### config.mk
export PLATFORM = sky130hd
export DESIGN_NAME = accel_system_control_regs
export DESIGN_NICKNAME = d
export VERILOG_FILES = /design/src/accel_ctrl_pkg.sv /design/src/accel_system_control_regs.sv /design/src/os_ratio_lookup.sv /design/src/sample_tick_gen.sv
export SDC_FILE = /design/constraint.sdc
export NUM_CORES = 1
export LEC_CHECK = 0
export CELL_PAD_IN_SITES_DETAIL_PLACEMENT = 1
export CELL_PAD_IN_SITES_GLOBAL_PLACEMENT = 2
export CORE_MARGIN = 4
export CORE_UTILIZATION = 38
export CTS_CLUSTER_SIZE = 28
export DETAILED_ROUTE_END_ITERATION = 10
export DONT_BUFFER_PORTS = 1
export HOLD_SLACK_MARGIN = 0.15
export PLACE_DENSITY_LB_ADDON = 0.1
export SYNTH_ARGS = -nofsm -noshare
export SYNTH_HDL_FRONTEND = slang
export SYNTH_SLANG_ARGS = --single-unit
### constraint.sdc
create_clock -name ref_clk -period 4.3 [get_ports ref_clk]
set_input_delay 0.43 -clock ref_clk [delete_from_list [all_inputs] [get_ports ref_clk]]
set_output_delay 0.43 -clock ref_clk [all_outputs]
set_load 0.005 [all_outputs]
### src/accel_ctrl_pkg.sv
package accel_ctrl_pkg;

  // ----------------------------------------------------------------
  // Register map
  // ----------------------------------------------------------------
  localparam logic [7:0] SYS_CTRL_ONE_ADDR = 8'h2a;
  localparam logic [7:0] SYS_CTRL_TWO_ADDR = 8'h2b;
  // Axis data registers, high byte first per axis
  localparam logic [7:0] OUT_X_HIGH_ADDR = 8'h01;
  localparam logic [7:0] OUT_Y_HIGH_ADDR = 8'h03;
  localparam logic [7:0] OUT_Z_HIGH_ADDR = 8'h05;
  localparam logic [7:0] OUT_Z_LOW_ADDR = 8'h06;

  // ----------------------------------------------------------------
  // Field positions, system control one
  // ----------------------------------------------------------------
  localparam int SLEEP_RATE_LSB = 6;
  localparam int WAKE_RATE_LSB = 3;
  localparam int LOW_NOISE_BIT = 2;
  localparam int FAST_READ_BIT = 1;
  localparam int ACTIVE_BIT = 0;

  // ----------------------------------------------------------------
  // Field positions, system control two
  // ----------------------------------------------------------------
  localparam int SELF_TEST_BIT = 7;
  localparam int SOFT_RESET_BIT = 6;
  localparam int UNUSED_BIT = 5;
  localparam int SLEEP_SCHEME_LSB = 3;
  localparam int AUTO_SLEEP_BIT = 2;
  localparam int WAKE_SCHEME_LSB = 0;

  // ----------------------------------------------------------------
  // Reset values
  // ----------------------------------------------------------------
  localparam logic [1:0] SLEEP_RATE_RESET = 2'h0;
  localparam logic [2:0] WAKE_RATE_RESET = 3'h0;
  localparam logic [1:0] SCHEME_RESET = 2'h0;
  localparam logic [1:0] FIFO_MODE_OFF = 2'h0;

  // ----------------------------------------------------------------
  // Timing
  // ----------------------------------------------------------------
  localparam int CLK_PERIOD_NS = 20;
  localparam int BASE_PERIOD_NS = 1250000;
  localparam int BASE_CYCLES = BASE_PERIOD_NS / CLK_PERIOD_NS;
  localparam int BOOT_CYCLES = 16;

  // ----------------------------------------------------------------
  // Power schemes and operating states
  // ----------------------------------------------------------------
  typedef enum logic [1:0] {
    SCHEME_NORMAL = 2'h0,
    SCHEME_LOW_NOISE_LOW_POWER = 2'h1,
    SCHEME_HIGH_RES = 2'h2,
    SCHEME_LOW_POWER = 2'h3
  } power_scheme_t;

  typedef enum logic [2:0] {
    ST_STANDBY = 3'h1,
    ST_WAKE = 3'h2,
    ST_SLEEP = 3'h4
  } op_state_t;

endpackage

### src/accel_system_control_regs.sv
`timescale 1ns/10ps
module accel_system_control_regs
  import accel_ctrl_pkg::*;
#(
  parameter int BASE_COUNT = BASE_CYCLES,
  parameter int BOOT_COUNT = BOOT_CYCLES
) (
  input wire logic ref_clk,
  input wire logic srst,
  input wire logic [7:0] reg_addr,
  input wire logic reg_wr,
  input wire logic [7:0] reg_wdata,
  input wire logic reg_rd,
  input wire logic [1:0] fifo_operating_mode,
  input wire logic sleep_request,
  input wire logic wake_event,
  output logic [7:0] reg_rdata,
  output logic reg_hit,
  output logic [7:0] next_read_addr,
  output logic serial_reset,
  output logic boot_busy,
  output logic active_mode,
  output logic sleeping,
  output logic [2:0] output_sample_rate,
  output logic sample_tick,
  output logic [1:0] power_scheme,
  output logic [10:0] os_ratio,
  output logic range_limit_4g,
  output logic self_test_enable,
  output logic fast_read,
  output logic fifo_skip_low
);

  // ----------------------------------------------------------------
  // Register state
  // ----------------------------------------------------------------
  logic [1:0] sleep_sample_rate;
  logic [2:0] wake_rate_select;
  logic low_noise_select;
  logic fast_read_sel;
  logic active_sel;
  logic self_test_sel;
  logic [1:0] sleep_oversample_scheme;
  logic auto_sleep_enable;
  logic [1:0] wake_oversample_scheme;
  logic [$clog2(BOOT_COUNT + 1)-1:0] boot_cnt;
  op_state_t state;

  logic [1:0] next_sleep_sample_rate;
  logic [2:0] next_wake_rate_select;
  logic next_low_noise_select;
  logic next_fast_read_sel;
  logic next_active_sel;
  logic next_self_test_sel;
  logic [1:0] next_sleep_oversample_scheme;
  logic next_auto_sleep_enable;
  logic [1:0] next_wake_oversample_scheme;
  logic [$clog2(BOOT_COUNT + 1)-1:0] next_boot_cnt;
  op_state_t next_state;

  logic in_boot;
  logic wr_one;
  logic wr_two;
  logic soft_reset_req;

  assign in_boot = (boot_cnt != '0);
  // Writes are dropped while the serial side is held in reset
  assign wr_one = reg_wr && !in_boot && (reg_addr == SYS_CTRL_ONE_ADDR);
  assign wr_two = reg_wr && !in_boot && (reg_addr == SYS_CTRL_TWO_ADDR);
  assign soft_reset_req = wr_two && reg_wdata[SOFT_RESET_BIT];

  always_comb begin
    next_sleep_sample_rate = sleep_sample_rate;
    next_wake_rate_select = wake_rate_select;
    next_low_noise_select = low_noise_select;
    next_fast_read_sel = fast_read_sel;
    next_active_sel = active_sel;
    next_self_test_sel = self_test_sel;
    next_sleep_oversample_scheme = sleep_oversample_scheme;
    next_auto_sleep_enable = auto_sleep_enable;
    next_wake_oversample_scheme = wake_oversample_scheme;
    next_boot_cnt = in_boot ? boot_cnt - 1'b1 : boot_cnt;
    next_state = state;
    if (soft_reset_req) begin
      next_sleep_sample_rate = SLEEP_RATE_RESET;
      next_wake_rate_select = WAKE_RATE_RESET;
      next_low_noise_select = 1'b0;
      next_fast_read_sel = 1'b0;
      next_active_sel = 1'b0;
      next_self_test_sel = 1'b0;
      next_sleep_oversample_scheme = SCHEME_RESET;
      next_auto_sleep_enable = 1'b0;
      next_wake_oversample_scheme = SCHEME_RESET;
      next_boot_cnt = ($bits(boot_cnt))'(BOOT_COUNT);
      next_state = ST_STANDBY;
    end else begin
      if (wr_one) begin
        next_sleep_sample_rate = reg_wdata[SLEEP_RATE_LSB +: 2];
        next_wake_rate_select = reg_wdata[WAKE_RATE_LSB +: 3];
        next_low_noise_select = reg_wdata[LOW_NOISE_BIT];
        next_active_sel = reg_wdata[ACTIVE_BIT];
        // Fast read held unless the FIFO is off
        if (fifo_operating_mode == FIFO_MODE_OFF) begin
          next_fast_read_sel = reg_wdata[FAST_READ_BIT];
        end
      end
      if (wr_two) begin
        next_self_test_sel = reg_wdata[SELF_TEST_BIT];
        next_sleep_oversample_scheme = reg_wdata[SLEEP_SCHEME_LSB +: 2];
        next_auto_sleep_enable = reg_wdata[AUTO_SLEEP_BIT];
        next_wake_oversample_scheme = reg_wdata[WAKE_SCHEME_LSB +: 2];
      end
      case (state)
        ST_STANDBY: begin
          if (active_sel) begin
            next_state = ST_WAKE;
          end
        end
        ST_WAKE: begin
          if (!active_sel) begin
            next_state = ST_STANDBY;
          end else if (auto_sleep_enable && sleep_request) begin
            next_state = ST_SLEEP;
          end
        end
        ST_SLEEP: begin
          if (!active_sel) begin
            next_state = ST_STANDBY;
          end else if (!auto_sleep_enable || wake_event) begin
            next_state = ST_WAKE;
          end
        end
        default: next_state = ST_STANDBY;
      endcase
    end
  end

  always_ff @(posedge ref_clk) begin
    if (srst) begin
      sleep_sample_rate <= SLEEP_RATE_RESET;
      wake_rate_select <= WAKE_RATE_RESET;
      low_noise_select <= 1'b0;
      fast_read_sel <= 1'b0;
      active_sel <= 1'b0;
      self_test_sel <= 1'b0;
      sleep_oversample_scheme <= SCHEME_RESET;
      auto_sleep_enable <= 1'b0;
      wake_oversample_scheme <= SCHEME_RESET;
      boot_cnt <= '0;
      state <= ST_STANDBY;
    end else begin
      sleep_sample_rate <= next_sleep_sample_rate;
      wake_rate_select <= next_wake_rate_select;
      low_noise_select <= next_low_noise_select;
      fast_read_sel <= next_fast_read_sel;
      active_sel <= next_active_sel;
      self_test_sel <= next_self_test_sel;
      sleep_oversample_scheme <= next_sleep_oversample_scheme;
      auto_sleep_enable <= next_auto_sleep_enable;
      wake_oversample_scheme <= next_wake_oversample_scheme;
      boot_cnt <= next_boot_cnt;
      state <= next_state;
    end
  end

  // ----------------------------------------------------------------
  // Effective rate, scheme and read side
  // ----------------------------------------------------------------
  logic [2:0] eff_rate;
  logic [1:0] eff_scheme;
  logic [10:0] ratio_lut;
  logic [7:0] next_rdata;
  logic next_hit;
  logic [7:0] next_ptr;

  // Sleep codes map onto the four slowest wake codes
  assign eff_rate = (state == ST_SLEEP) ? {1'b1, sleep_sample_rate} :
                    wake_rate_select;
  assign eff_scheme = (state == ST_SLEEP) ? sleep_oversample_scheme :
                      wake_oversample_scheme;

  os_ratio_lookup u_ratio (
    .rate_code(eff_rate),
    .scheme(eff_scheme),
    .ratio(ratio_lut)
  );

  sample_tick_gen #(
    .BASE_COUNT(BASE_COUNT)
  ) u_tick (
    .ref_clk(ref_clk),
    .srst(srst),
    .run(state != ST_STANDBY),
    .rate_code(eff_rate),
    .tick(sample_tick)
  );

  always_comb begin
    next_rdata = 8'h00;
    next_hit = 1'b0;
    next_ptr = reg_addr + 8'h01;
    if (reg_addr == SYS_CTRL_ONE_ADDR) begin
      next_hit = 1'b1;
      next_rdata = {sleep_sample_rate, wake_rate_select, low_noise_select,
                    fast_read_sel, active_sel};
    end else if (reg_addr == SYS_CTRL_TWO_ADDR) begin
      next_hit = 1'b1;
      // Soft reset and bit 5 always read as zero
      next_rdata = {self_test_sel, 1'b0, 1'b0, sleep_oversample_scheme,
                    auto_sleep_enable, wake_oversample_scheme};
    end
    if (fast_read_sel) begin
      if (reg_addr == OUT_X_HIGH_ADDR || reg_addr == OUT_Y_HIGH_ADDR ||
          reg_addr == OUT_Z_HIGH_ADDR) begin
        next_ptr = reg_addr + 8'h02;
      end
    end
  end

  always_ff @(posedge ref_clk) begin
    if (srst || in_boot) begin
      reg_rdata <= 8'h00;
      reg_hit <= 1'b0;
      next_read_addr <= 8'h00;
    end else if (reg_rd) begin
      reg_rdata <= next_rdata;
      reg_hit <= next_hit;
      next_read_addr <= next_ptr;
    end
  end

  always_ff @(posedge ref_clk) begin
    if (srst) begin
      serial_reset <= 1'b0;
      boot_busy <= 1'b0;
      active_mode <= 1'b0;
      sleeping <= 1'b0;
      output_sample_rate <= WAKE_RATE_RESET;
      power_scheme <= SCHEME_RESET;
      os_ratio <= 11'h002;
      range_limit_4g <= 1'b0;
      self_test_enable <= 1'b0;
      fast_read <= 1'b0;
      fifo_skip_low <= 1'b0;
    end else begin
      serial_reset <= (next_boot_cnt != '0);
      boot_busy <= (next_boot_cnt != '0);
      active_mode <= (next_state != ST_STANDBY);
      sleeping <= (next_state == ST_SLEEP);
      output_sample_rate <= eff_rate;
      power_scheme <= eff_scheme;
      os_ratio <= ratio_lut;
      range_limit_4g <= next_low_noise_select;
      self_test_enable <= next_self_test_sel;
      fast_read <= next_fast_read_sel;
      fifo_skip_low <= next_fast_read_sel;
    end
  end
endmodule // accel_system_control_regs

### src/os_ratio_lookup.sv
`timescale 1ns/10ps
module os_ratio_lookup
  import accel_ctrl_pkg::*;
(
  input wire logic [2:0] rate_code,
  input wire logic [1:0] scheme,
  output logic [10:0] ratio
);
  logic [3:0] shift;

  // Ratio held as a power of two, rows run from the fastest rate
  always_comb begin
    shift = 4'h1;
    case (scheme)
      SCHEME_NORMAL: begin
        case (rate_code)
          3'h0: shift = 4'h1;
          3'h5: shift = 4'h4;
          3'h6: shift = 4'h5;
          3'h7: shift = 4'h7;
          default: shift = 4'h2;
        endcase
      end
      SCHEME_LOW_NOISE_LOW_POWER: begin
        case (rate_code)
          3'h0: shift = 4'h1;
          3'h6: shift = 4'h3;
          3'h7: shift = 4'h5;
          default: shift = 4'h2;
        endcase
      end
      SCHEME_HIGH_RES: begin
        case (rate_code)
          3'h0: shift = 4'h1;
          3'h1: shift = 4'h2;
          3'h2: shift = 4'h3;
          3'h3: shift = 4'h4;
          3'h4: shift = 4'h5;
          3'h5: shift = 4'h7;
          3'h6: shift = 4'h8;
          default: shift = 4'ha;
        endcase
      end
      default: begin
        case (rate_code)
          3'h6: shift = 4'h2;
          3'h7: shift = 4'h4;
          default: shift = 4'h1;
        endcase
      end
    endcase
    ratio = 11'h001 << shift;
  end
endmodule // os_ratio_lookup

### src/sample_tick_gen.sv
`timescale 1ns/10ps
module sample_tick_gen
  import accel_ctrl_pkg::*;
#(
  parameter int BASE_COUNT = BASE_CYCLES
) (
  input wire logic ref_clk,
  input wire logic srst,
  input wire logic run,
  input wire logic [2:0] rate_code,
  output logic tick
);
  localparam int BW = $clog2(BASE_COUNT + 1);

  logic [BW-1:0] base_cnt;
  logic [9:0] unit_cnt;
  logic [9:0] units;
  logic [BW-1:0] next_base_cnt;
  logic [9:0] next_unit_cnt;
  logic next_tick;

  // Period in steps of the fastest sample period
  always_comb begin
    case (rate_code)
      3'h0: units = 10'h001;
      3'h1: units = 10'h002;
      3'h2: units = 10'h004;
      3'h3: units = 10'h008;
      3'h4: units = 10'h010;
      3'h5: units = 10'h040;
      3'h6: units = 10'h080;
      default: units = 10'h200;
    endcase
  end

  always_comb begin
    next_base_cnt = base_cnt + 1'b1;
    next_unit_cnt = unit_cnt;
    next_tick = 1'b0;
    if (!run) begin
      next_base_cnt = '0;
      next_unit_cnt = '0;
    end else if (base_cnt == BW'(BASE_COUNT - 1)) begin
      next_base_cnt = '0;
      next_unit_cnt = unit_cnt + 10'h001;
      if (unit_cnt >= units - 10'h001) begin
        next_unit_cnt = '0;
        next_tick = 1'b1;
      end
    end
  end

  always_ff @(posedge ref_clk) begin
    if (srst) begin
      base_cnt <= '0;
      unit_cnt <= '0;
      tick <= 1'b0;
    end else begin
      base_cnt <= next_base_cnt;
      unit_cnt <= next_unit_cnt;
      tick <= next_tick;
    end
  end
endmodule // sample_tick_gen

Word level (Yosys, flattened, before mapping):

Index checks and enable logic that the tools add are counted.
Widths: inputs -> output; s select.

* bits in registers: 85
* latch bits: 0
* bits in writable memories: 0
* bits in read-only memories: 0
* word-level logic and storage cells: 100
* memories kept: 0

* $add $sub $neg: 6
* multipliers: 0
* div/mod/pow operators: 0
* order comparisons: 1
* equality and inequality tests: 21
* shifts and indexed selects: 1
* multiplexer cells: 25
* bitwise operators: 2
* reduce and logical (&&, ||, !) cells: 21

Operators by type and width (count)
* $pmux 10 s7: 1
* $mux 8: 4
* $pmux 4 s7: 1
* $mux 3: 7
* $eq 3x3->1 const B: 6
* $pmux 3 s3: 2
* $add 16x1->16 const B: 1
* $eq 16x16->1 const B: 1
* $eq 8x6->1 const B: 2
* $pmux 3 s4: 1
* $pmux 4 s3: 1
* $shl 1x4->11 const A: 1
* $add 10x1->10 const B: 1
* $ge 10x10->1: 1
* $mux 10: 1
* $mux 5: 2
* $reduce_bool 5->1: 2
* $sub 10x1->10 const B: 1
* $eq 3x2->1 const B: 3
* $add 8x1->8 const B: 1
* $add 8x2->8 const B: 1
* $eq 8x1->1 const B: 1
* $eq 8x2->1 const B: 1
* $eq 8x3->1 const B: 1
* other kinds (17): 33

Longest topological paths before layout:

* depth in word-level cells: 7
* gate-level depth with buffers: 17
* gate-level depth less buffers: 16

Modules after synthesis:

A second synthesis with hierarchy kept.

* cells, all modules: 479
* area, all modules: 4179.0 um2

Modules (own cells, without submodules)
* accel_system_control_regs: instances 1, cells each 274, area an instance 2462.4 um2
* sample_tick_gen: instances 1, cells each 166, area an instance 1446.4 um2
* os_ratio_lookup: instances 1, cells each 39, area an instance 270.3 um2

Worst setup path after synthesis:

No wires, ideal clock.

* path type: reg-to-reg
* start: register state[0]
* end: register u_tick.unit_cnt[0]
* setup time: 66 ps
* arrival: 2937 ps
* data required time: 4234 ps
* setup slack: 1296 ps
* stages on the path, launching flop included: 18
* buffers on the path: 1
* period minus slack after synthesis: 3004 ps
* path through: dfxtp_1 buf_6 or3b_4 nand2_1 inv_1 nand3b_1 ha_1 inv_1 or4_1 o21ai_0 a21oi_1 ha_1 a21o_1 a21o_1 a21o_1 nand2_1 o211ai_2 nor2_1

* cells in the longest elaborated chain, start to end: 7
* elaborated cells on any way between the ends: 16
* classes of those cells: 1 x add/sub; 1 x order compare; 8 x eq/ne; 3 x mux; 1 x bitwise; 2 x reduce/logical

RTL lines
* start, declared: RTL line accel_system_control_regs.sv:47 `op_state_t state;`
* start signal, assigned: RTL line accel_system_control_regs.sv:162 `state <= next_state;`
* $eq 3x3->1: RTL line accel_system_control_regs.sv:177 `assign eff_rate = (state == ST_SLEEP) ? {1'b1, sleep_sample_rate} :`
* $mux 3: RTL line accel_system_control_regs.sv:177
* $eq 3x3->1, or another cell as far along: RTL line sample_tick_gen.sv:24 `case (rate_code)`
* $pmux 10 s7: RTL line sample_tick_gen.sv:24
* $sub 10x1->10: RTL line sample_tick_gen.sv:46 `if (unit_cnt >= units - 10'h001) begin`
* $ge 10x10->1: RTL line sample_tick_gen.sv:46
* $mux 10: RTL line sample_tick_gen.sv:46
* end signal, assigned: RTL line sample_tick_gen.sv:60 `unit_cnt <= next_unit_cnt;`
* end, declared: RTL line sample_tick_gen.sv:16 `logic [9:0] unit_cnt;`

Parallel ways exist; a longest one is shown, timed or not.
A chain may end at the register's enable or synchronous reset.

Worst setup path after layout:

* start: register state[0]
* end: register u_tick.unit_cnt[6]

Same word-level chain as after synthesis.

==> results.json <==
{
  "status": "complete, no violations",
  "grt_pass1_vias": 3274,
  "finalCritPeriodShare_pct": 80.4,
  "port-buffer-count": 0,
  "hold_viol_final": 0,
  "hold_start": "srst",
  "vias": 3274,
  "synth-seq-area-share_pct": 39.5,
  "seqPwrFrac_pct": 45.7,
  "n_fill_cell": 1294,
  "cts.htree.levels": 3,
  "fp.dieH_microns": 115,
  "async_reset_ff_share_pct": 0,
  "cp_slowest_stage_delay_ns": 0.53,
  "yosys-top-cells-area": "dfxtp_1 (39%), nor2_1 (6.4%), ha_1 (5.2%)",
  "synth_edf_count": 0,
  "ys.flop_type": "dfxtp_1",
  "overflow": 0,
  "routed_wirelength_microns": 10300,
  "ys_warn_count": 0,
  "synth_cell_types": 65,
  "tightest_slew_ns": 0.788,
  "clkLatencyLatePin_ns": 0.34,
  "firstDrtPassIters": 4,
  "ff2ff_path_depth": 16,
  "grt_max_degree": 32,
  "swShare_pct": 24.7,
  "antenna_found_initial": 0,
  "ys_ff_latch": 85,
  "setup_viol": 0,
  "hold_path_depth": 1,
  "grt_pass1_wl_microns": 17000,
  "syn_inst": 484,
  "criticalPathCategory": "flip-flop to flip-flop",
  "reg2reg_from": "state[0]",
  "cts_setup_buffers": 0,
  "crit_fanout": 12,
  "place_congestion": 0.758,
  "dieArea_sq_um": 13100,
  "cts.sinks": 85,
  "cts_root_buf": "clkbuf_16",
  "total_power_mw": 1.91,
  "area.sequential_sq_um": 1700,
  "p_leak_nw": 1.58,
  "cpMostUsedCell": "a21o_1",
  "hold_end": "output_sample_rate[0]",
  "peakVddDrop_v": 0.000246,
  "multi_input_area_sq_um": 2370,
  "die_x_microns": 115,
  "switchingPower_mw": 0.472,
  "antennaDiodeCount": 0,
  "initial_core_util_pct": 39.3,
  "yosysTopAreaCell": "dfxtp_1",
  "rsz0062_at_grt": "no",
  "hpwl_microns": 7750,
  "synth_top_area_share_pct": 39.5,
  "cp_cell_sequence": "or3b_4, nand2_1, inv_1, nand3b_1, ha_1, inv_1, or4_1, o21ai_0, a21oi_1, ha_1, a21o_1, a21o_1, a21o_1, nand2_1, o211ai_2, nor2_1",
  "path_clk_slew_ns": 0.06,
  "slew_viol_final": 0,
  "r2r_slack_ns": 0.84,
  "internal_power_mw": 1.43,
  "worst_path_max_delay_cell": "or3b_4",
  "cp.required_ns": 4.57,
  "area_growth_pct": 7.25,
  "skew_ns": 0.00640,
  "cts_tree": "yes",
  "slew_headroom_pct": 46.0,
  "final_common_cell": "dfxtp_1",
  "p_clk_share_pct": 42.2,
  "ios": 66,
  "grt_use_total_pct": 16.4,
  "maxCapViolCount": 0,
  "p_per_area_nw_per_um2": 412,
  "syn_area_sq_um": 4310,
  "min_path_type": "input pin to flip-flop",
  "wl_per_cell_microns": 16.6,
  "drc": 0,
  "num_rows": 38,
  "p_comb_share_pct": 12.1,
  "fin_setup_tns_ns": 0,
  "fin_crit_ns": 3.46,
  "drt_iter0_markers": 143,
  "final_nets": 516,
  "layout_common_cells": "dfxtp_1 (85), nor2_1 (74), nand2_1 (32), a21oi_1 (28), xnor2_1 (22)",
  "post_drt_via_cell_ratio": 5.29,
  "max_freq_mhz": 289,
  "detail-route-antenna-nets": 0,
  "core_area_sq_um": 11000,
  "avgSynthCellArea_sq_um": 8.91,
  "layout-drive-gt1-share_pct": 7.10,
  "crit_arrival_ns": 3.73,
  "endpoint_kind": "flip-flop",
  "cts_made_buffers": 9,
  "clock_path_buffers": 2,
  "crit-reg2reg-capture": "u_tick.unit_cnt[6]",
  "worstSetupStartpointType": "flip-flop"
}
## registers in the layout, summed over array words and instances (netlist names), 2 cells and up
signal                   cells
wake_oversample_scheme       2
os_ratio                    11
boot_cnt                     5
wake_rate_select             3
u_tick.base_cnt             16
state                        3
reg_rdata                    8
sleep_sample_rate            2
next_read_addr               8
power_scheme                 2
sleep_oversample_scheme      2
u_tick.unit_cnt             10
output_sample_rate           3
## cell type report
type | instances | area share (%)
multi-input combinational | 361 | 51.3
sequential | 85 | 36.8
clock buffer | 11 | 5.03
tap | 140 | 3.79
clock inverter | 5 | 1.62
inverter | 16 | 1.30
timing repair buffer | 1 | 0.216
## kinds of logic after synthesis
kind of cell    Yosys count  synth area share (%)
simple gates            198                  23.9
xor+xnor                 38                  7.72
other cells               2                 0.174
mux                      18                  4.21
buf+inv                  40                  5.74
flops                    85                  39.5
fa+ha+maj                18                  5.22
compound gates           85                  13.6
## power by group through the flow
stage          Sequential, mW  Clock [mW]  Combinational [mW]
3_5_place_dp            0.890           0               0.235
2_1_floorplan           0.879           0               0.206
5_1_grt                 0.876       0.878               0.264
3_3_place_gp            0.889           0               0.234
6_report                0.872       0.804               0.231
4_1_cts                 0.872       0.834               0.238
## cells in the mapped netlist (3+ instances only)
cell type  count
o21ai_0       13
nor2b_1        5
buf_6          5
nor3b_1        4
or3_1          3
xnor2_1       22
xor2_1        16
nand2_2        3
a21o_1         6
buf_4          8
a31oi_1        5
and4_1         5
nand3_1       20
clkbuf_8       3
nor2_1        74
a211oi_1      10
inv_1         15
nand4_1        8
mux2i_1       17
a21oi_1       28
nand2b_1       7
nor4b_1        4
nand2_1       32
and3_1         4
ha_1          18
clkbuf_1       6
dfxtp_1       85
nor3_1        13
## metrics by stage
stage | std cells | instance area (sq um) | util, % | setup WS, ns | hold slack (ns)
after CTS | 619 | 4630 | 42.1 | 0.802 | 0.152
after floorplan | 486 | 4320 | - | 1.30 | 0.438
final | 619 | 4630 | 42.1 | 0.841 | 0.170
after global routing | 619 | 4630 | 42.1 | 0.529 | 0.151
after global placement | 602 | 4310 | 39.2 | 0.932 | 0.460
after detailed placement | 602 | 4310 | 39.2 | 0.843 | 0.483
## routing by layer
layer / global-route usage, % / up-vias / part of all wire [%]
met2: 24.4 / 49 / 46
met3: 5.97 / 6 / 4.4
met4: 4.28 / 0 / 0.71
met1: 22.5 / 1556 / 49
li1: - / 1663 / -
met5: 0 / - / 0
## what timing repair did
action / 4_1_cts / 5_1_grt
gates resized for setup: 0 / 0
hold buffers: 1 / 0
hold endpoints to repair: 1 / 0
## how the worst max path moves through the flow
| stage | endpoint | slack [ns] | cells past startpoint | start |
|---|---|---|---|---|
| after floorplan | u_tick.unit_cnt[0] | 1.30 | 17 | state[0] |
| after global placement | u_tick.unit_cnt[5] | 0.93 | 16 | state[0] |
| after detailed placement | u_tick.unit_cnt[3] | 0.84 | 16 | state[0] |
| after CTS | u_tick.unit_cnt[6] | 0.80 | 16 | state[0] |
| after global routing | u_tick.unit_cnt[6] | 0.53 | 14 | state[2] |
| final | u_tick.unit_cnt[6] | 0.84 | 16 | state[0] |
## critical path, delay by kind of cell, from the launching register on
| kind | cells | cell delay (ns) |
|---|---|---|
| and+or+nand+nor | 6 | 1.49 |
| AOI/OAI and AO/OA | 6 | 0.89 |
| DFF | 1 | 0.40 |
| adders and majority gates | 2 | 0.40 |
| buffers and inverters | 2 | 0.20 |
Power figures use the tool's default switching activity.
